$ cat config.mk
export PLATFORM = sky130hd
export DESIGN_NAME = fru_uart
export DESIGN_NICKNAME = d
export VERILOG_FILES = /design/src/common/fru_pkg.sv /design/src/common/fru_stream_if.sv /design/src/logic/fru_fifo.sv /design/src/logic/fru_uart.sv
export VERILOG_INCLUDE_DIRS = /design/src /design/src/common
export SDC_FILE = /design/constraint.sdc
export NUM_CORES = 1
export LEC_CHECK = 0
export ABC_CLOCK_PERIOD_IN_PS = 5200
export BUFFER_PORTS_ARGS = -buffer_cell sky130_fd_sc_hd__buf_2
export CAP_MARGIN = 20
export CORE_MARGIN = 5
export CORE_UTILIZATION = 62
export CTS_BUF_LIST = sky130_fd_sc_hd__clkbuf_8
export DETAILED_ROUTE_END_ITERATION = 7
export PLACE_DENSITY = 0.82
export SLEW_MARGIN = 20
export SYNTH_ARGS = -nofsm -noshare
export SYNTH_HDL_FRONTEND = slang
export SYNTH_HIERARCHICAL = 1
export SYNTH_SLANG_ARGS = --single-unit
$ cat constraint.sdc
create_clock -name mclk -period 5.2 [get_ports mclk]
set_input_delay 0.78 -clock mclk [delete_from_list [all_inputs] [get_ports mclk]]
set_output_delay 0.78 -clock mclk [all_outputs]
set_load 0.01 [all_outputs]
$ cat src/common/fru_params.svh
// constants for the fixed rate uart channel
// assumes mclk at 200 mhz and a sync active-high reset
`ifndef FRU_PARAMS_SVH
`define FRU_PARAMS_SVH
`define FRU_CLK_HZ 200000000
`define FRU_BAUD 9575
`define FRU_BIT_CYC (`FRU_CLK_HZ / `FRU_BAUD)
`define FRU_HALF_CYC (`FRU_CLK_HZ / (`FRU_BAUD * 2))
`define FRU_DATA_RST 8'hff
`define FRU_FIFO_DEPTH 8
`define FRU_ERR_PAR 0
`define FRU_ERR_FRM 1
`define FRU_ERR_OVR 2
`endif

$ cat src/common/fru_pkg.sv
// types shared by the uart channel modules
// assumes fru_params.svh is on the include path
package fru_pkg;
    typedef enum logic [1:0] {
        FRU_PAR_NONE,
        FRU_PAR_ZERO,
        FRU_PAR_ODD,
        FRU_PAR_EVEN
    } fru_parity_t;
    typedef enum logic [1:0] {
        FRU_MODE_OFF,
        FRU_MODE_TX,
        FRU_MODE_RX,
        FRU_MODE_TXRX
    } fru_mode_t;
endpackage : fru_pkg

$ cat src/common/fru_stream_if.sv
// valid/ready byte stream between the channel and its fifo
// assumes one clock for both ends
`timescale 1ns/1ps
interface fru_stream_if #(parameter int W = 8);
    logic valid;
    logic ready;
    logic [W-1:0] data;
    modport src (output valid, output data, input ready);
    modport snk (input valid, input data, output ready);
endinterface : fru_stream_if

$ cat src/logic/fru_fifo.sv
// small synchronous fifo, registered read data
// assumes one clock, sync active-high reset
`timescale 1ns/1ps
module fru_fifo #(
    parameter int W = 8,
    parameter int DEPTH = 8
) (
    input wire logic mclk,
    input wire logic rst,
    fru_stream_if.snk wr,
    fru_stream_if.src rd
);
    localparam int AW = $clog2(DEPTH);
    logic [W-1:0] mem [DEPTH];
    logic [AW-1:0] wp_r;
    logic [AW-1:0] rp_r;
    logic [AW:0] cnt_r;
    logic [W-1:0] dout_r;
    logic dval_r;
    logic push;
    logic pop;
    logic empty;
    assign empty = (cnt_r == '0);
    assign wr.ready = (cnt_r != (AW+1)'(DEPTH));
    assign push = wr.valid && wr.ready;
    // output stage refills when empty or being taken
    assign pop = !empty && (!dval_r || rd.ready);
    assign rd.valid = dval_r;
    assign rd.data = dout_r;
    always_ff @(posedge mclk) begin
        if (push) begin
            mem[wp_r] <= wr.data;
        end
    end
    always_ff @(posedge mclk) begin
        if (rst) begin
            wp_r <= '0;
            rp_r <= '0;
            cnt_r <= '0;
        end else begin
            if (push) begin
                wp_r <= (wp_r == AW'(DEPTH-1)) ? '0 : wp_r + 1'b1;
            end
            if (pop) begin
                rp_r <= (rp_r == AW'(DEPTH-1)) ? '0 : rp_r + 1'b1;
            end
            cnt_r <= cnt_r + (AW+1)'(push) - (AW+1)'(pop);
        end
    end
    // registered read side
    always_ff @(posedge mclk) begin
        if (rst) begin
            dval_r <= 1'b0;
            dout_r <= '0;
        end else if (pop) begin
            dval_r <= 1'b1;
            dout_r <= mem[rp_r];
        end else if (rd.ready) begin
            dval_r <= 1'b0;
        end
    end
endmodule : fru_fifo

$ cat src/logic/fru_uart.sv
// fixed rate uart channel: tx shifter, rx sampler, status
// assumes rxd already synchronous to mclk; config held steady
`timescale 1ns/1ps
`include "fru_params.svh"
// Behaviour
// - receiver samples the line only while receive enable is set
// - start bit accepted only if line still low half a bit later
// - line high at check point: no reception, re-arm and keep watching
// - tx write starts frame: start, 7/8 data, parity, 1/2 stops
// - seven-bit characters drop the transmit byte's top bit
// - receiver always expects exactly one stop bit
// - receiver takes start, data, parity, one stop, then buffers
// - tx or rx completion sets the serial interrupt request flag
// - status loaded with error bits only when an error occurred
// - reading the receive buffer clears the status register
// - aborted transfer leaves tx register dirty; refill with ffh
// - setting tx enable shifts out whatever the tx register holds
// - normal transmit completion leaves tx register at ffh
// - every reset makes both buffers ffh; pin direction follows the mode, not reset
// - one flag serves both directions; two events may merge
// - fixed 9575 bps from internal clock, lsb first
// - even, odd, zero and no parity handled
// - framing error on low stop; overrun still stores data
// - error irq mask gates completion interrupt on rx error
module fru_uart
    import fru_pkg::*;
#(
    parameter int BIT_CYC = `FRU_BIT_CYC,
    parameter int HALF_CYC = `FRU_HALF_CYC
) (
    input wire logic mclk,
    input wire logic rst,
    input wire fru_mode_t mode,
    input wire fru_parity_t parity_sel,
    input wire logic char_len8,
    input wire logic stop_two,
    input wire logic rx_error_irq_mask_flag,
    input wire logic clocked_mode_enable_flag,
    input wire logic tx_enable_flag,
    input wire logic rx_enable_flag,
    input wire logic tx_wr,
    input wire logic [7:0] tx_wdata,
    output logic tx_busy,
    output logic [7:0] tx_shift_register,
    input wire logic rxd,
    output logic txd_o,
    output logic txd_oe,
    input wire logic rx_rd,
    output logic [7:0] rx_buffer_register,
    output logic rx_pending,
    output logic [2:0] async_status,
    input wire logic irq_clr,
    output logic serial_irq_request_flag
);
    // ********************************************************
    // timing
    // ********************************************************
    localparam int CW = $clog2(BIT_CYC + 1);

    logic uart_on;
    logic tx_mode;
    logic rx_mode;
    assign uart_on = !clocked_mode_enable_flag;
    assign tx_mode = uart_on && (mode == FRU_MODE_TX || mode == FRU_MODE_TXRX);
    assign rx_mode = uart_on && (mode == FRU_MODE_RX || mode == FRU_MODE_TXRX);

    // ********************************************************
    // transmit fifo path
    // ********************************************************
    fru_stream_if #(.W(8)) tx_in ();
    fru_stream_if #(.W(8)) tx_out ();
    assign tx_in.valid = tx_wr && tx_mode;
    assign tx_in.data = tx_wdata;

    fru_fifo #(.W(8), .DEPTH(`FRU_FIFO_DEPTH)) u_txq (
        .mclk(mclk),
        .rst(rst),
        .wr(tx_in.snk),
        .rd(tx_out.src)
    );

    typedef enum logic [2:0] {
        FRU_TX_IDLE,
        FRU_TX_START,
        FRU_TX_DATA,
        FRU_TX_PAR,
        FRU_TX_STOP
    } fru_txst_t;
    fru_txst_t tx_st_r;
    logic [CW-1:0] tx_cnt_r;
    logic [3:0] tx_bit_r;
    logic [7:0] tx_sh_r;
    logic tx_par_r;
    logic tx_line_r;
    logic tx_done;
    logic tx_tick;
    logic tx_go;
    logic txen_d_r;
    logic [3:0] nbits;
    assign nbits = char_len8 ? 4'h8 : 4'h7;
    assign tx_tick = (tx_cnt_r == CW'(BIT_CYC - 1));
    // either a fifo word or re-enable of the transmitter starts a frame
    assign tx_go = tx_mode && tx_enable_flag && tx_out.valid;
    assign tx_out.ready = (tx_st_r == FRU_TX_IDLE) && tx_mode && tx_enable_flag;
    assign tx_done = (tx_st_r == FRU_TX_STOP) && tx_tick
        && (tx_bit_r == (stop_two ? 4'h1 : 4'h0));

    always_ff @(posedge mclk) begin
        if (rst) begin
            txen_d_r <= 1'b1; // a flag held through reset is no new edge
        end else begin
            txen_d_r <= tx_enable_flag;
        end
    end

    // transmit sequencer; lsb first at the fixed rate
    always_ff @(posedge mclk) begin
        if (rst) begin
            tx_st_r <= FRU_TX_IDLE;
            tx_cnt_r <= '0;
            tx_bit_r <= '0;
            tx_sh_r <= `FRU_DATA_RST;
            tx_par_r <= 1'b0;
            tx_line_r <= 1'b1;
        end else if (!tx_enable_flag || !tx_mode) begin
            // abort leaves the shift data dirty, software refills
            tx_st_r <= FRU_TX_IDLE;
            tx_line_r <= 1'b1;
        end else begin
            tx_cnt_r <= tx_tick ? '0 : tx_cnt_r + 1'b1;
            case (tx_st_r)
                FRU_TX_IDLE: begin
                    tx_cnt_r <= '0;
                    if (tx_go) begin
                        tx_sh_r <= tx_out.data;
                        tx_st_r <= FRU_TX_START;
                        tx_line_r <= 1'b0;
                    end else if (tx_enable_flag && !txen_d_r) begin
                        // enable alone shifts out the held byte
                        tx_st_r <= FRU_TX_START;
                        tx_line_r <= 1'b0;
                    end
                end
                FRU_TX_START: begin
                    if (tx_tick) begin
                        tx_st_r <= FRU_TX_DATA;
                        tx_bit_r <= '0;
                        tx_line_r <= tx_sh_r[0];
                        // parity over the char bits only
                        tx_par_r <= char_len8 ? ^tx_sh_r : ^tx_sh_r[6:0];
                    end
                end
                FRU_TX_DATA: begin
                    if (tx_tick) begin
                        // shift in ones so a finished frame leaves ffh
                        tx_sh_r <= {1'b1, tx_sh_r[7:1]};
                        tx_bit_r <= tx_bit_r + 1'b1;
                        if (tx_bit_r == nbits - 4'h1) begin
                            tx_sh_r <= `FRU_DATA_RST;
                            tx_bit_r <= '0;
                            if (parity_sel == FRU_PAR_NONE) begin
                                tx_st_r <= FRU_TX_STOP;
                                tx_line_r <= 1'b1;
                            end else begin
                                tx_st_r <= FRU_TX_PAR;
                                case (parity_sel)
                                    FRU_PAR_EVEN: tx_line_r <= tx_par_r;
                                    FRU_PAR_ODD: tx_line_r <= !tx_par_r;
                                    default: tx_line_r <= 1'b0;
                                endcase
                            end
                        end else begin
                            tx_line_r <= tx_sh_r[1];
                        end
                    end
                end
                FRU_TX_PAR: begin
                    if (tx_tick) begin
                        tx_st_r <= FRU_TX_STOP;
                        tx_line_r <= 1'b1;
                    end
                end
                FRU_TX_STOP: begin
                    if (tx_tick) begin
                        tx_bit_r <= tx_bit_r + 1'b1;
                        if (tx_done) begin
                            tx_st_r <= FRU_TX_IDLE;
                        end
                    end
                end
                default: tx_st_r <= FRU_TX_IDLE;
            endcase
        end
    end

    assign tx_busy = (tx_st_r != FRU_TX_IDLE) || tx_out.valid;
    assign tx_shift_register = tx_sh_r;
    // pin stays a plain input until uart transmit is selected
    assign txd_o = tx_line_r;
    assign txd_oe = tx_mode;

    // ********************************************************
    // receiver
    // ********************************************************
    typedef enum logic [2:0] {
        FRU_RX_IDLE,
        FRU_RX_START,
        FRU_RX_DATA,
        FRU_RX_PAR,
        FRU_RX_STOP
    } fru_rxst_t;
    fru_rxst_t rx_st_r;
    logic [CW-1:0] rx_cnt_r;
    logic [3:0] rx_bit_r;
    logic [7:0] rx_sh_r;
    logic rx_par_r;
    logic rx_done;
    logic rx_err_nxt_par;
    logic [2:0] rx_err;
    logic rx_tick;
    assign rx_tick = (rx_cnt_r == CW'(BIT_CYC - 1));

    // receive sequencer, mid-bit sampling
    always_ff @(posedge mclk) begin
        if (rst) begin
            rx_st_r <= FRU_RX_IDLE;
            rx_cnt_r <= '0;
            rx_bit_r <= '0;
            rx_sh_r <= '0;
            rx_par_r <= 1'b0;
            rx_err_nxt_par <= 1'b0;
        end else if (!rx_enable_flag || !rx_mode) begin
            rx_st_r <= FRU_RX_IDLE;
            rx_cnt_r <= '0;
        end else begin
            rx_cnt_r <= rx_tick ? '0 : rx_cnt_r + 1'b1;
            case (rx_st_r)
                FRU_RX_IDLE: begin
                    rx_cnt_r <= '0;
                    if (!rxd) begin
                        rx_st_r <= FRU_RX_START;
                    end
                end
                FRU_RX_START: begin
                    if (rx_cnt_r == CW'(HALF_CYC - 1)) begin
                        rx_cnt_r <= '0;
                        if (!rxd) begin
                            rx_st_r <= FRU_RX_DATA;
                            rx_bit_r <= '0;
                            rx_par_r <= 1'b0;
                        end else begin
                            rx_st_r <= FRU_RX_IDLE;
                        end
                    end
                end
                FRU_RX_DATA: begin
                    if (rx_tick) begin
                        rx_bit_r <= rx_bit_r + 1'b1;
                        rx_par_r <= rx_par_r ^ rxd;
                        // top bit reads zero for seven-bit chars
                        rx_sh_r <= char_len8 ? {rxd, rx_sh_r[7:1]}
                            : {1'b0, rxd, rx_sh_r[6:1]};
                        if (rx_bit_r == nbits - 4'h1) begin
                            rx_st_r <= (parity_sel == FRU_PAR_NONE)
                                ? FRU_RX_STOP : FRU_RX_PAR;
                        end
                    end
                end
                FRU_RX_PAR: begin
                    if (rx_tick) begin
                        rx_st_r <= FRU_RX_STOP;
                        case (parity_sel)
                            FRU_PAR_EVEN: rx_err_nxt_par <= rx_par_r ^ rxd;
                            FRU_PAR_ODD: rx_err_nxt_par <= !(rx_par_r ^ rxd);
                            default: rx_err_nxt_par <= 1'b0;
                        endcase
                    end
                end
                FRU_RX_STOP: begin
                    // single stop whatever the tx setting
                    if (rx_tick) begin
                        rx_st_r <= FRU_RX_IDLE;
                    end
                end
                default: rx_st_r <= FRU_RX_IDLE;
            endcase
            if (rx_st_r == FRU_RX_IDLE) begin
                rx_err_nxt_par <= 1'b0;
            end
        end
    end

    assign rx_done = rx_enable_flag && rx_mode
        && (rx_st_r == FRU_RX_STOP) && rx_tick;
    always_comb begin
        rx_err = 3'h0;
        rx_err[`FRU_ERR_PAR] = rx_err_nxt_par && (parity_sel != FRU_PAR_NONE);
        rx_err[`FRU_ERR_FRM] = !rxd;
        rx_err[`FRU_ERR_OVR] = rx_pending;
    end

    // buffer and pending flag; new data wins over a same-cycle read
    always_ff @(posedge mclk) begin
        if (rst) begin
            rx_buffer_register <= `FRU_DATA_RST;
            rx_pending <= 1'b0;
        end else if (rx_done) begin
            rx_buffer_register <= rx_sh_r;
            rx_pending <= 1'b1;
        end else if (rx_rd) begin
            rx_pending <= 1'b0;
        end
    end

    // status: loaded only on error, cleared by buffer read
    always_ff @(posedge mclk) begin
        if (rst) begin
            async_status <= 3'h0;
        end else if (rx_done && (rx_err != 3'h0)) begin
            async_status <= async_status | rx_err;
        end else if (rx_rd) begin
            async_status <= 3'h0;
        end
    end

    // ********************************************************
    // completion request flag, shared by both directions
    // ********************************************************
    logic rx_irq;
    assign rx_irq = rx_done && !((rx_err != 3'h0) && rx_error_irq_mask_flag);
    always_ff @(posedge mclk) begin
        if (rst) begin
            serial_irq_request_flag <= 1'b0;
        end else if (tx_done || rx_irq) begin
            serial_irq_request_flag <= 1'b1;
        end else if (irq_clr) begin
            serial_irq_request_flag <= 1'b0;
        end
    end
endmodule : fru_uart

# ---- After elaboration in Yosys (flattened, before gate mapping)
# Memory sizes are Yosys's and may differ from the RTL's. A register that Yosys moved wholly into a read port is not among the register bits.
# Cells that the tools add are included.
dict set report classes {
  addsub 9
  bitwise 4
  mux 69
  n_eq_ne 37
  n_reduce_logical 68
}
# op n
set op_table {}
lappend op_table {{$mux W15} 4}
lappend op_table {{$mux W3} 19}
lappend op_table {{$mux W4} 8}
lappend op_table {{$add A15 B1 Y15 const B} 2}
lappend op_table {{$eq A15 B15 Y1 const B} 2}
lappend op_table {{$pmux W15 S2} 1}
lappend op_table {{$pmux W3 S5} 2}
lappend op_table {{$ne A2 B2 Y1 const B} 14}
lappend op_table {{$mux W8} 3}
lappend op_table {{$mux W1} 23}
lappend op_table {{$logic_and A1 B1 Y1} 19}
lappend op_table {{$reduce_bool A2 Y1} 9}
lappend op_table {{$pmux W8 S2} 1}
lappend op_table {{$eq A15 B14 Y1 const B} 1}
lappend op_table {{$reduce_and A5 Y1} 3}
lappend op_table {{$eq A3 B2 Y1 const B} 4}
lappend op_table {{$eq A3 B3 Y1 const B} 4}
lappend op_table {{$logic_not A1 Y1} 12}
lappend op_table {{$pmux W4 S3} 1}
lappend op_table {{$reduce_and A3 Y1} 3}
lappend op_table {{$reduce_bool A3 Y1} 3}
lappend op_table {{$add A4 B1 Y4 const B} 2}
lappend op_table {{$eq A2 B2 Y1 const B} 4}
lappend op_table {{$eq A4 B4 Y1} 2}
lappend op_table {{other kinds (28)} 41}
dict set report word_totals {
  wordCells 209
  inputBits 24
  out_inout_bits 24
  reg_bits 89
  ram_bits 64
  n_memories 1
}
# name depth width read_ports rd_clocked_by_memory_dff write_ports line_no
set memory_table {}
lappend memory_table {u_txq.mem 8 8 1 1 1 fru_fifo.sv:14} ;# logic [W-1:0] mem [DEPTH];

# ---- Depth between registers and ports, before layout
# Gate-level depths: netlist (run 1).
dict set report logic_depth {
  ltp_word 9
  ltp_mapped 15
  mapped_depth_nobuf 13
}

# ---- Modules after synthesis
# The synthesis (run 1) kept the hierarchy.
# module cells_each n_inst area_per_inst_um2
set by_module_without_submodules {}
lappend by_module_without_submodules {fru_uart 465 1 4011.3}
lappend by_module_without_submodules {fru_fifo 215 1 3342.0}

# ---- Worst setup path after synthesis (run 1)
# No wires, ideal clock.
dict set report synth_path {
  path_kind {input to register}
  from {in clocked_mode_enable_flag}
  to {reg u_txq.cnt_r[2]}
  arrival_ns 2.999
  stages 14
  setup_slack_ns 2.073
  t_required_ns 5.072
  setup_time_ns 0.128
  path_cell_list {nand3b_1 > clkbuf_1 > nor3_1 > nand2b_1 > a21bo_2 > inv_1 > clkbuf_1 > ha_1 > inv_1 > ha_1 > inv_1 > fa_1 > xor2_1 > nor2_1}
}
dict set report synth_between {
  elab_chain_len 7
  elab_cells_between_ends 10
  classes_between {add/sub: 2; reduce/logical: 8}
}
# item line_no
set synth_rtl {}
lappend synth_rtl {{from (decl)} fru_uart.sv:38} ;# input wire logic clocked_mode_enable_flag,
lappend synth_rtl {{$logic_not A1 Y1} fru_uart.sv:63} ;# assign uart_on = !clocked_mode_enable_flag;
lappend synth_rtl {{$logic_and A1 B1 Y1} fru_uart.sv:64} ;# assign tx_mode = uart_on && (mode == FRU_MODE_TX || mode == FRU_MODE_TXRX);
lappend synth_rtl {{$logic_and A1 B1 Y1 (2 in series)} fru_uart.sv:104} ;# assign tx_out.ready = (tx_st_r == FRU_TX_IDLE) && tx_mode && tx_enable_flag;
lappend synth_rtl {{named net tx_out.ready} fru_stream_if.sv:6} ;# logic ready;
lappend synth_rtl {{$logic_or A1 B1 Y1} fru_fifo.sv:27} ;# assign pop = !empty && (!dval_r || rd.ready);
lappend synth_rtl {{$logic_and A1 B1 Y1} fru_fifo.sv:27}
lappend synth_rtl {{named net u_txq.pop} fru_fifo.sv:21} ;# logic pop;
lappend synth_rtl {{$sub A4 B1 Y4} fru_fifo.sv:47} ;# cnt_r <= cnt_r + (AW+1)'(push) - (AW+1)'(pop);
lappend synth_rtl {{to (signal assigned)} fru_fifo.sv:47}
lappend synth_rtl {{to (decl)} fru_fifo.sv:17} ;# logic [AW:0] cnt_r;
# The timed path passes the listed nets, and every way through them passes these cells.
# A chain may end at the register's enable or synchronous reset.

# ---- Worst setup path after layout (run 1)
dict set report layout_path {
  from {in clocked_mode_enable_flag}
  to {reg u_txq.cnt_r[2]}
}
dict set report layout_between {
  elab_chain_len 7
  elab_cells_between_ends 10
  classes_between {add/sub: 2; reduce/logical: 8}
}
# item line_no
set layout_rtl {}
lappend layout_rtl {{$logic_not A1 Y1} fru_uart.sv:63}
lappend layout_rtl {{$logic_and A1 B1 Y1} fru_uart.sv:64}
lappend layout_rtl {{$logic_and A1 B1 Y1 (2 in series)} fru_uart.sv:104}
lappend layout_rtl {{named net tx_out.ready} fru_stream_if.sv:6}
lappend layout_rtl {{$logic_or A1 B1 Y1} fru_fifo.sv:27}
lappend layout_rtl {{$logic_and A1 B1 Y1} fru_fifo.sv:27}
lappend layout_rtl {{$sub A4 B1 Y4} fru_fifo.sv:47}
# The timed path passes the listed nets, and every way through them passes these cells.

==> metrics.md, run 1 <==
| Metric | Value |
|---|---|
| CP Data Arrival Time | `3.47 ns` |
| Drt first pass iters | `5` |
| Clock Root Buffer | `clkbuf_8` |
| First-pass GRT wire length | `24600 µm` |
| Storage element area | `3860 µm²` |
| Grt ovf | `0` |
| Postcts setup bufs | `0` |
| Fin crit period | `3.15 ns` |
| WP depth | `13` |
| Outcome | `completed` |
| Flop2flop setup slack | `2.21 ns` |
| FF-to-FF End | `u_txq/cnt_r[2]` |
| DRT Wirelength | `14800 µm` |
| Relative slew slack | `29.9%` |
| Register area share after synthesis | `52.5%` |
| FILL cells | `840` |
| Synth area leaders | `dfxtp_1 26%, edfxtp_1 26%, mux2i_1 4.6%, nor2_1 4.1%, ha_1 2.7%` |
| Clk buf depth | `2` |
| Mapped Cells | `680` |
| Slowest CP cell | `nand3b_1` |
| Core Util, Final | `69.4%` |
| Routability Congestion | `0.808` |
| CTS tree | `built` |
| P_leak | `2.78 nW` |
| # hold bufs at CTS | `0` |
| Final Skew | `0.0111 ns` |
| H-tree levels | `4` |
| Core Rows | `39` |
| GR Util All Layers | `21.7%` |
| Req. time, crit path | `5.52 ns` |
| Worst-Skew Late Latency | `0.45 ns` |
| Post-cts sizing count | `0` |
| CTS clk-pin slew, worst paths | `0.08 ns` |
| Ys flop type | `dfxtp_1` |
| Initial core utilization | `63.9%` |
| # port buffers | `47` |
| Final ANT Viol Nets | `0` |
| Most common cell in the netlist | `dfxtp_1` |
| Critical path, cell by cell | `buf_2 -> nand3b_1 -> nor3_1 -> nand2b_1 -> a21bo_2 -> inv_1 -> ha_1 -> inv_1 -> ha_1 -> inv_1 -> fa_1 -> xor2_1 -> nor2_1` |
| Non-Filler Instances | `869` |
| Share of post-route cells with drive strength above 1 | `14.2%` |
| Number of CTS-inserted buffers | `17` |
| Initial antenna violation count | `0` |
| Yosys warning total | `6` |
| Fmax achieved | `0.317 GHz` |
| CTS Sinks | `161` |
| Critical path buffers and inverters | `4` |
| Final TNS setup | `0 ns` |
| Tcrit/Tclk final | `60.6%` |
| Worst-Margin Slew | `1.05 ns` |
| Synthesized area | `7350 µm²` |
| Diodes inserted | `0` |
| Critical path class | `in -> reg` |
| Hold Vio Cnt, Final | `0` |
| Nets | `754` |
| # DRC | `0` |
| Detail Placement HPWL | `10400 µm` |
| RSZ-0062 raised after global routing | `no` |
| Asr flop ratio synth | `0%` |
| Critical Path Start | `clocked_mode_enable_flag` |
| Core Footprint | `11500 µm²` |
| Die H | `119 µm` |
| I/O pin cnt | `48` |
| CP peak stage delay | `0.43 ns` |
| Via count | `5236` |
| Synth Area per Inst | `10.8 µm²` |
| Via-to-Cell Ratio | `6.03` |
| Critical Path Start Type | `primary input` |
| DIE AREA | `14100 µm²` |
| CP top delay family | `simple AND/OR/NAND/NOR gates` |
| Placed Instances | `837` |
| Multi-input logic area | `3250 µm²` |
| Peak supply drop | `0.272 mV` |
| Final setup vio count | `0` |
| Hold_ws | `0.472 ns` |
| Pwr dens | `352 nW/µm²` |
| Vias in the first global route | `5076` |
| Avg WL per Cell | `17.1 µm` |
| FF-to-FF Start | `tx_st_r[0]` |
| Largest net degree at the start of global routing | `48` |
| Maxcap violations | `0` |
| Crit path max fanout | `13` |
| Critical Path Most Common Cell | `inv_1` |
| Reg2Reg Depth | `13` |
| Max-slew violation count | `0` |
| Area Overhead vs Synth | `8.66%` |
| EDFF count, synth | `64` |
| Crit path to | `u_txq/cnt_r[2]` |
| Initial DRC count | `466` |
| Yosys reg bits | `161` |
| Pwr Total | `0.00281 W` |
| Area share of the largest cell type after synthesis | `26.4%` |
| Setup crit end kind | `flop` |
| Hold Path Class | `reg -> reg` |
| Commonest cells in the netlist | `97 x dfxtp_1, 80 x nor2_1, 64 x edfxtp_1, 37 x nand2_1, 34 x mux2i_1` |
| Die Wd | `119 µm` |
| Largest area contributor in the netlist | `dfxtp_1` |
| Cell variety after synth | `73` |
| Mapped Nets | `721` |
[registers in the layout, indices dropped and copies added, names as in the netlist, 3 cells and up]
signal and count:
rx_bit_r 4, rx_st_r 3, u_txq/rp_r 3, u_txq/mem 64
tx_st_r 3, u_txq/cnt_r 4, rx_cnt_r 15, tx_shift_register 8
tx_bit_r 4, rx_buffer_register 8, async_status 3, u_txq/wp_r 3
rx_sh_r 8, u_txq/rd.data 8, tx_cnt_r 15
[layer usage]
metal  track usage (%)  vias up  routed length (µm)
met2              37.3      115                7630
met4              7.02        0                 252
met1              26.6     2547                6340
li1                  -     2556                   -
met5                 0        -                   0
met3              6.16       18                 605
[cells in the final DEF, fill, tap and decap left out, types with 9 or more instances in the layout]
| cell type | netlist | final |
|---|---|---|
| nand4_1 | 9 | 9 |
| a211oi_1 | 12 | 12 |
| nor2_1 | 80 | 80 |
| xnor2_1 | 19 | 19 |
| buf_2 | 5 | 48 |
| o22ai_1 | 10 | 10 |
| inv_1 | 19 | 24 |
| nand3_1 | 26 | 26 |
| xor2_1 | 18 | 18 |
| a21oi_1 | 29 | 29 |
| mux2i_1 | 34 | 34 |
| edfxtp_1 | 64 | 64 |
| o21ai_0 | 18 | 18 |
| clkbuf_8 | 0 | 17 |
| ha_1 | 16 | 16 |
| dfxtp_1 | 97 | 97 |
| nand2b_1 | 9 | 9 |
| nand2_1 | 37 | 37 |
| nor3_1 | 24 | 20 |
[kinds of logic after synthesis]
logic type / after synthesis / synth area share, %
and+or+nand+nor: 250 / 17.9
DFF: 161 / 52.5
AOI/OAI and AO/OA: 115 / 10.7
buffers and inverters: 56 / 3.68
muxes: 43 / 7.54
xor gates and xnor gates: 38 / 4.71
adders and majority gates: 17 / 2.99
[worst min-delay path, stage by stage, from the launching register on]
cell	delay, ns
dfxtp_1	0.33
mux2i_1	0.06
nand2_1	0.06
[per-stage QoR]
stage	worst slack, ns	cell area (µm²)
6_report	2.05	7990
5_1_grt	1.89	7990
4_1_cts	2.12	7970
3_5_place_dp	1.64	7600
3_3_place_gp	1.77	7600
2_1_floorplan	2.07	7350
[layout make-up]
cell class | count | area share, %
Tap cell | 143 | 2.24
Timing Repair Buffer | 51 | 3.29
Clock buffer | 17 | 2.93
Multi-Input combinational cell | 463 | 40.6
Inverter | 19 | 0.893
Clock inverter | 15 | 1.68
Sequential cell | 161 | 48.4
[where the power goes]
| group | internal [W] | switching (W) | total [W] | leakage, nW |
|---|---|---|---|---|
| registers | 0.00137 | 0.0000540 | 0.00143 | 1.36 |
| logic | 0.000237 | 0.000286 | 0.000523 | 1.22 |
| clock network | 0.000416 | 0.000444 | 0.000860 | 0.200 |
| total | 0.00203 | 0.000784 | 0.00281 | 2.78 |
[how the worst min path moves through the flow]
stage                           from               endpoint  slack [ns]  cells past startpoint
3_5_place_dp   rx_buffer_register[0]  rx_buffer_register[0]        0.46                      2
5_1_grt                  rx_cnt_r[0]            rx_cnt_r[0]        0.51                      1
4_1_cts        rx_buffer_register[0]  rx_buffer_register[0]        0.48                      2
6_report       rx_buffer_register[0]  rx_buffer_register[0]        0.47                      2
3_3_place_gp   rx_buffer_register[6]  rx_buffer_register[6]        0.45                      2
2_1_floorplan            rx_cnt_r[0]            rx_cnt_r[0]        0.44                      1
Note: power is estimated with default switching activity, not from simulation.
==> run 2: changes to the inputs <==
Settings changed: ABC_AREA set to 1, ABC_CLOCK_PERIOD_IN_PS 5200 to 3100.
Clock period 5.2 ns to 3.1 ns, I/O delays scaled along.
==> run 2 against run 1 <==
Effect of this change: synthesized cell count rose by 55%; global-route usage up 2.0 points; design area is 11% higher; wire length grew 21%; count of clock-buffer cells in the layout unchanged; non-clock buffer count unchanged; clock skew decreased by 0.0017 ns; hold slack worse by 0.23 ns; setup slack got worse by 1.5 ns; cell count grew 48%; critical endpoint unchanged; largest cell class unchanged; highest routed layer unchanged.
==> metrics.md, run 2 <==
| Metric | Value |
|---|---|
| Cell variety after synth | `44 (-40%)` |
| # port buffers | `47 (unchanged)` |
| Mapped Cells | `1054 (+55%)` |
| Avg WL per Cell | `13.9 µm (-18%)` |
| Reg with most FFs | `u_txq/mem` |
| Commonest cells in the netlist | `283 x nand2_1, 145 x inv_1, 116 x nor2_1, 97 x dfxtp_1, 95 x nand3_1` |
| Ys flop type | `dfxtp_1` |
| Register area share after synthesis | `47.5% (-5.1 points)` |
| Synth area leaders | `dfxtp_1 24%, edfxtp_1 24%, nand2_1 13%, inv_1 6.7%, nand3_1 5.8%` |
| Fin crit period | `2.56 ns` |
| DRT Wirelength | `17900 µm (+21%)` |
| Final ANT Viol Nets | `0 (unchanged)` |
| Via-to-Cell Ratio | `5.39 (-11%)` |
| P_leak | `3.78 nW (+36%)` |
| Sequential Power Share | `48.1% (-2.7 points)` |
| Area share of the largest cell type after synthesis | `23.9% (-2.5 points)` |
| Number of CTS-inserted buffers | `17 (unchanged)` |
| Initial DRC count | `608 (+30%)` |
| Tcrit/Tclk final | `82.5%` |
| Die H | `125 µm (+4.8%)` |
| CTS clk-pin slew, worst paths | `0.09 ns (about the same)` |
| Setup crit end kind | `flop` |
| Core Footprint | `12700 µm² (+10%)` |
| EDFF count, synth | `64 (unchanged)` |
| Yosys reg bits | `161 (unchanged)` |
| Yosys warning total | `6 (unchanged)` |
| Switch Pwr | `0.00170 W (+120%)` |
| Grt ovf | `0 (unchanged)` |
| # DRC | `0 (unchanged)` |
| Critical path buffers and inverters | `4 (unchanged)` |
| Critical path, cell by cell | `nor2_2 -> inv_1 -> nor2_1 -> o21ai_2 -> inv_1 -> ha_1 -> inv_1 -> ha_1 -> inv_1 -> fa_1 -> xor2_1 -> nor2_1` |
| Largest net degree at the start of global routing | `34 (-29%)` |
| Detail Placement HPWL | `12900 µm (+24%)` |
| Vias in the first global route | `6496 (+28%)` |
| Pre-CTS WS | `0.502 ns (-1.14 ns)` |
| Postcts setup bufs | `0 (unchanged)` |
| Clock share of power | `30.7% (about the same)` |
| Area Overhead vs Synth | `8.70% (about the same)` |
| Slowest CP cell | `dfxtp_1` |
| Sw Share | `33.2% (+5.3 points)` |
| RSZ-0062 raised after global routing | `no` |
| Worst-Skew Late Latency | `0.46 ns (about the same)` |
| Core Util, Final | `69.5% (+0.16 points)` |
| CP Data Arrival Time | `2.91 ns (-0.56 ns)` |
| GR Util All Layers | `23.7% (+2.0 points)` |
| Met1 WL | `7480 µm (+18%)` |
| Most common cell in the netlist | `nand2_1` |
| Share of post-route cells with drive strength above 1 | `12.0% (-2.2 points)` |
| Req. time, crit path | `3.45 ns (-2.07 ns)` |
| Drt first pass iters | `8 (+3)` |
| Pwr dens | `579 nW/µm² (+65%)` |
| Internal | `0.00342 W (+69%)` |
| Hold Path Class | `in -> reg` |
| Final TNS setup | `0 ns (unchanged)` |
| Relative slew slack | `49.5% (+20 points)` |
| Comb pwr share | `21.2% (+2.6 points)` |
| Commonest non-fill, non-tap cell in the layout | `nand2_1` |
| Largest area contributor in the netlist | `dfxtp_1` |
| Outcome | `completed` |
| Final Skew | `0.00931 ns (-0.00174 ns)` |
| CP top delay family | `adder cells` |
| Worst Hold Depth | `2 (unchanged)` |
| Mapped Nets | `1095 (+52%)` |
| Worst-Margin Slew | `0.756 ns (-0.291 ns)` |
| Synth Area per Inst | `7.72 µm² (-29%)` |
| Routability Congestion | `0.902 (+12%)` |
| Via count | `6921 (+32%)` |
| CTS tree | `built` |
| Fmax achieved | `0.391 GHz` |
| Diodes inserted | `0 (unchanged)` |
| Final setup vio count | `0 (unchanged)` |
| Hold Vio Cnt, Final | `0 (unchanged)` |
| WP depth | `12 (-1)` |
| Maxcap violations | `0 (unchanged)` |
| Initial antenna violation count | `0 (unchanged)` |
| DR top layer | `met4` |
| Asr flop ratio synth | `0% (unchanged)` |
| Clock Root Buffer | `clkbuf_8` |
| Post-cts sizing count | `0 (unchanged)` |
| Peak supply drop | `0.566 mV (+110%)` |
| Reg2Reg Depth | `12 (-1)` |
| DIE AREA | `15500 µm² (+9.8%)` |
| Critical Path Start Type | `flop` |
| Routed wl met2 | `8690 µm (+14%)` |
| Core Rows | `41 (+5.1%)` |
| CTS Sinks | `161 (unchanged)` |
| Synthesized area | `8140 µm² (+11%)` |
| Top flop regs | `u_txq/mem: 64 flops, rx_cnt_r: 15 flops, tx_cnt_r: 15 flops` |
| # hold bufs at CTS | `0 (unchanged)` |
| Largest register FFs | `64 (unchanged)` |
| Crit path max fanout | `13 (unchanged)` |
| Critical path class | `reg -> reg` |
| I/O pin cnt | `48 (unchanged)` |
| H-tree levels | `4 (unchanged)` |
| Final setup margin | `0.542 ns (-1.51 ns)` |
| Max-slew violation count | `0 (unchanged)` |
| Die Wd | `125 µm (+4.8%)` |
| Clk buf depth | `2 (unchanged)` |
| First-pass GRT wire length | `30000 µm (+22%)` |
| Nets | `1140 (+51%)` |
| CP peak stage delay | `0.49 ns (+0.06 ns)` |
| Initial core utilization | `64.0% (+0.12 points)` |
| Commonest non-fill, non-tap cells in the layout | `283 x nand2_1, 145 x inv_1, 116 x nor2_1` |
| Critical Path Most Common Cell | `inv_1` |
| Met3 wire length | `1110 µm (+83%)` |
## run 2: cell types whose count changed in the layout (fill, tap and decap cells not counted), sizes merged, moves of 10 or more
cell	previous run	this run
nand2	38	295
mux2i	34	0
nor2	80	129
xnor2	19	6
o22ai	10	0
inv	25	163
o21ai	19	30
a21oi	29	63
nand3	26	99
## run 2: logic make-up (layout without fill, tap and decap cells)
family	after synthesis	in the layout	share of synthesized area (%)
AOI/OAI and AO/OA	110	110	7.58
xor gates and xnor gates	18	18	1.94
adders and majority gates	17	17	2.71
buffers and inverters	183	241	9.55
DFF	161	161	47.5
and+or+nand+nor	565	565	30.8
## run 2: cell type report
| cell class | count | area (µm²) |
|---|---|---|
| Multi-Input combinational cell | 710 | 3500 |
| Clock buffer | 17 | 234 |
| Clock inverter | 15 | 173 |
| Inverter | 158 | 598 |
| Tap cell | 172 | 215 |
| Timing Repair Buffer | 51 | 265 |
| Sequential cell | 161 | 3860 |
| Fill cell | 1033 | 3870 |
## run 2: final timing paths
kind,startpoint,to,slack [ns]
max,tx_st_r[2],u_txq/cnt_r[2],0.54
min,tx_enable_flag,txen_d_r,0.25
max reg2reg,tx_st_r[2],u_txq/cnt_r[2],0.54
min reg2reg,rx_buffer_register[5],rx_buffer_register[5],0.46
## run 2: power by group through the flow
stage / sequential, W / clock (W) / combinational [W]
final: 0.00246 / 0.00157 / 0.00109
after global routing: 0.00248 / 0.00172 / 0.00122
after CTS: 0.00246 / 0.00160 / 0.00107
after detailed placement: 0.00251 / 0 / 0.00106
after global placement: 0.00250 / 0 / 0.00103
after floorplan: 0.00242 / 0 / 0.000895
## run 2: per-layer routing
metal  track usage [%]  up-vias
met1              28.3     3130
met5                 0        -
met4              9.86        0
met2              41.0      277
met3              5.75       53
li1                  -     3461
## run 2: per-stage QoR
step / hold WS [ns] / total power (W) / cell area (µm²) / instances
after floorplan: 0.434 / 0.00331 / 8140 / 1054
after global placement: 0.435 / 0.00353 / 8440 / 1252
after detailed placement: 0.439 / 0.00357 / 8440 / 1252
after CTS: 0.221 / 0.00513 / 8850 / 1284
after global routing: 0.209 / 0.00542 / 8850 / 1284
final: 0.245 / 0.00512 / 8850 / 1284
==> run 3: changes to the inputs <==
Settings changed: ABC_AREA 1 to 0, ABC_CLOCK_PERIOD_IN_PS 3100 to 2200, CORE_UTILIZATION 62 to 57, PLACE_DENSITY 0.82 to 0.8.
Clock period 3.1 ns to 2.2 ns, I/O delays scaled along.
==> run 3 against run 2 <==
Effect of this change: hold slack got worse by 0.11 ns; fmax up 20%; sequential power rose by 37%; highest routed layer unchanged.
==> metrics.md, run 3 (same netlist as run 1, synthesis figures left out) <==
| Metric | Value |
|---|---|
| Setup crit end kind | `flop` |
| Relative slew slack | `65.6% (+16 points)` |
| Hold Path End | `u_txq/mem[7][1]` |
| Detail Placement HPWL | `11000 µm (-15%)` |
| Clock Root Buffer | `clkbuf_8` |
| Critical path class | `reg -> reg` |
| Final setup vio count | `0 (unchanged)` |
| Critical path, cell by cell | `nor2_4 -> inv_2 -> nor3_2 -> nand2b_1 -> a21bo_2 -> inv_2 -> ha_4 -> inv_2 -> ha_4 -> inv_2 -> fa_2 -> nor2_1` |
| Peak supply drop | `0.838 mV (+48%)` |
| Worst-Skew Late Latency | `0.46 ns (about the same)` |
| Diodes inserted | `0 (unchanged)` |
| DRT Wirelength | `15300 µm (-15%)` |
| Worst-Margin Slew | `0.515 ns (-0.242 ns)` |
| Critical Path Start Type | `flop` |
| Reg2Reg Depth | `12 (unchanged)` |
| Area Overhead vs Synth | `14.5%` |
| Flop2flop setup slack | `0.07 ns (-0.47 ns)` |
| Initial antenna violation count | `0 (unchanged)` |
| Req. time, crit path | `2.54 ns (-0.91 ns)` |
| Multi-input logic area | `3300 µm² (-5.6%)` |
| Top flop regs | `u_txq/mem: 64 flops, rx_cnt_r: 15 flops, tx_cnt_r: 15 flops` |
| Largest register FFs | `64 (unchanged)` |
| Hold Vio Cnt, Final | `0 (unchanged)` |
| Grt ovf | `0 (unchanged)` |
| Pwr Total | `0.00681 W (+33%)` |
| Commonest non-fill, non-tap cell in the layout | `dfxtp_1` |
| Pwr dens | `808 nW/µm² (+40%)` |
| Initial core utilization | `58.3% (-5.7 points)` |
| Reg with most FFs | `u_txq/mem` |
| CTS clk-pin slew, worst paths | `0.09 ns (about the same)` |
| CTS tree | `built` |
| Die Wd | `124 µm (-0.80%)` |
| Storage element area | `3870 µm² (about the same)` |
| Hold Path Class | `in -> reg` |
| Via count | `5411 (-22%)` |
| Initial DRC count | `339 (-44%)` |
| Hold_ws | `0.138 ns (-0.107 ns)` |
| FF-to-FF Start | `tx_st_r[1]` |
| Largest net degree at the start of global routing | `32 (-5.9%)` |
| Outcome | `completed` |
| Fmax achieved | `0.470 GHz (+20%)` |
| I/O pin cnt | `48 (unchanged)` |
| GR Util All Layers | `20.9% (-2.8 points)` |
| Avg WL per Cell | `16.2 µm (+16%)` |
| Hold Crit Start | `tx_wdata[1]` |
| Commonest non-fill, non-tap cells in the layout | `95 x dfxtp_1, 79 x nor2_1, 64 x edfxtp_1` |
| Clk buf depth | `2 (unchanged)` |
| H-tree levels | `4 (unchanged)` |
| Fin crit period | `2.13 ns (-0.429 ns)` |
| Drt first pass iters | `5 (-3)` |
| DIE AREA | `15300 µm² (-1.6%)` |
| Share of post-route cells with drive strength above 1 | `21.3% (+9.4 points)` |
| FILL cells | `947 (-8.3%)` |
| # hold bufs at CTS | `0 (unchanged)` |
| Routability Congestion | `0.883 (-2.0%)` |
| Vias in the first global route | `5304 (-18%)` |
| FF-to-FF End | `u_txq/cnt_r[1]` |
| Final ANT Viol Nets | `0 (unchanged)` |
| Maxcap violations | `0 (unchanged)` |
| Die H | `124 µm (-0.80%)` |
| Nets | `797 (-30%)` |
| RSZ-0062 raised after global routing | `yes` |
| Placed Instances | `907 (-28%)` |
| Core Rows | `41 (unchanged)` |
| CP peak stage delay | `0.51 ns (+0.02 ns)` |
| Core Footprint | `12600 µm² (-0.81%)` |
| CTS Sinks | `161 (unchanged)` |
| Number of CTS-inserted buffers | `17 (unchanged)` |
| Slowest CP cell | `fa_2` |
| Max-slew violation count | `0 (unchanged)` |
| CP Data Arrival Time | `2.47 ns (-0.44 ns)` |
| Final TNS setup | `0 ns (unchanged)` |
| Crit path max fanout | `3 (-10)` |
| Critical Path Most Common Cell | `inv_2` |
| Via-to-Cell Ratio | `5.75 (+6.7%)` |
| Final Skew | `0.0126 ns (+0.00331 ns)` |
| # port buffers | `47 (unchanged)` |
| P_leak | `2.98 nW (-21%)` |
| Tcrit/Tclk final | `96.7% (+14 points)` |
| First-pass GRT wire length | `25200 µm (-16%)` |
| Non-Filler Instances | `941 (-27%)` |
| # DRC | `0 (unchanged)` |
| Worst Hold Depth | `1 (-1)` |
## run 3: cell count changes in the layout (fill, tap and decap cells not counted), sizes merged, moves of 8 or more
cell    before  now
a21oi       63   29
buf         51   94
inv        163   24
mux2i        0   34
mux4         0    8
nand2      295   38
nand2b       0    9
nand3       99   26
nor2       129   80
o21ai       30   19
o22ai        0   10
xnor2        6   19
## run 3: power breakdown
part	total [W]	internal (W)	switching, W
Combinational	0.00143	0.000696	0.000736
Clock	0.00201	0.000901	0.00111
Sequential	0.00337	0.00324	0.000122
## run 3: layout make-up
cell class	instances	area share (%)
sequential	161	45.9
clock inverter	15	1.59
multi-input combinational	463	39.2
tap	172	2.55
inverter	19	0.847
timing repair buffer	94	7.13
clock buffer	17	2.78
## run 3: how the worst max path moves through the flow
stage / start / end / slack [ns]
after floorplan: clocked_mode_enable_flag / u_txq/cnt_r[1] / -0.25
after detailed placement: clocked_mode_enable_flag / u_txq/cnt_r[1] / -0.11
after CTS: tx_st_r[0] / u_txq/cnt_r[1] / 0.04
final: tx_st_r[1] / u_txq/cnt_r[1] / 0.07
after global placement: clocked_mode_enable_flag / u_txq/cnt_r[1] / -0.08
after global routing: tx_st_r[1] / u_txq/cnt_r[1] / -0.03
## run 3: repair_timing
item	4_1_cts	5_1_grt
setup endpoints to repair	2	29
buffers inserted	1	1
endpoints found under the hold margin	0	0
resized for setup	1	10
pin swaps	1	2
## run 3: metal layers
| metal | up-vias | part of all wire [%] | GRT usage [%] |
|---|---|---|---|
| li1 | 2640 | - | - |
| met1 | 2591 | 42 | 25.7 |
| met2 | 152 | 51 | 35.5 |
| met3 | 28 | 5.2 | 4.90 |
| met4 | 0 | 2.0 | 8.58 |
| met5 | - | 0 | 0 |
## run 3: worst max-delay path: cells and delay by family, from the launching register on
family / cells / cell delay [ns]
adders and majority gates: 3 / 0.83
and+or+nand+nor: 4 / 0.41
DFF: 1 / 0.34
AOI/OAI and AO/OA: 1 / 0.24
buffers and inverters: 4 / 0.21
## run 3: stage by stage
stage | setup WS, ns | cell area (µm²) | utilization (%)
final | 0.0716 | 8420 | 66.7
after global routing | -0.0263 | 8420 | 66.7
after CTS | 0.0362 | 8390 | 66.4
after detailed placement | -0.111 | 8010 | 63.5
after global placement | -0.0760 | 8010 | 63.5
after floorplan | -0.247 | 7430 | -
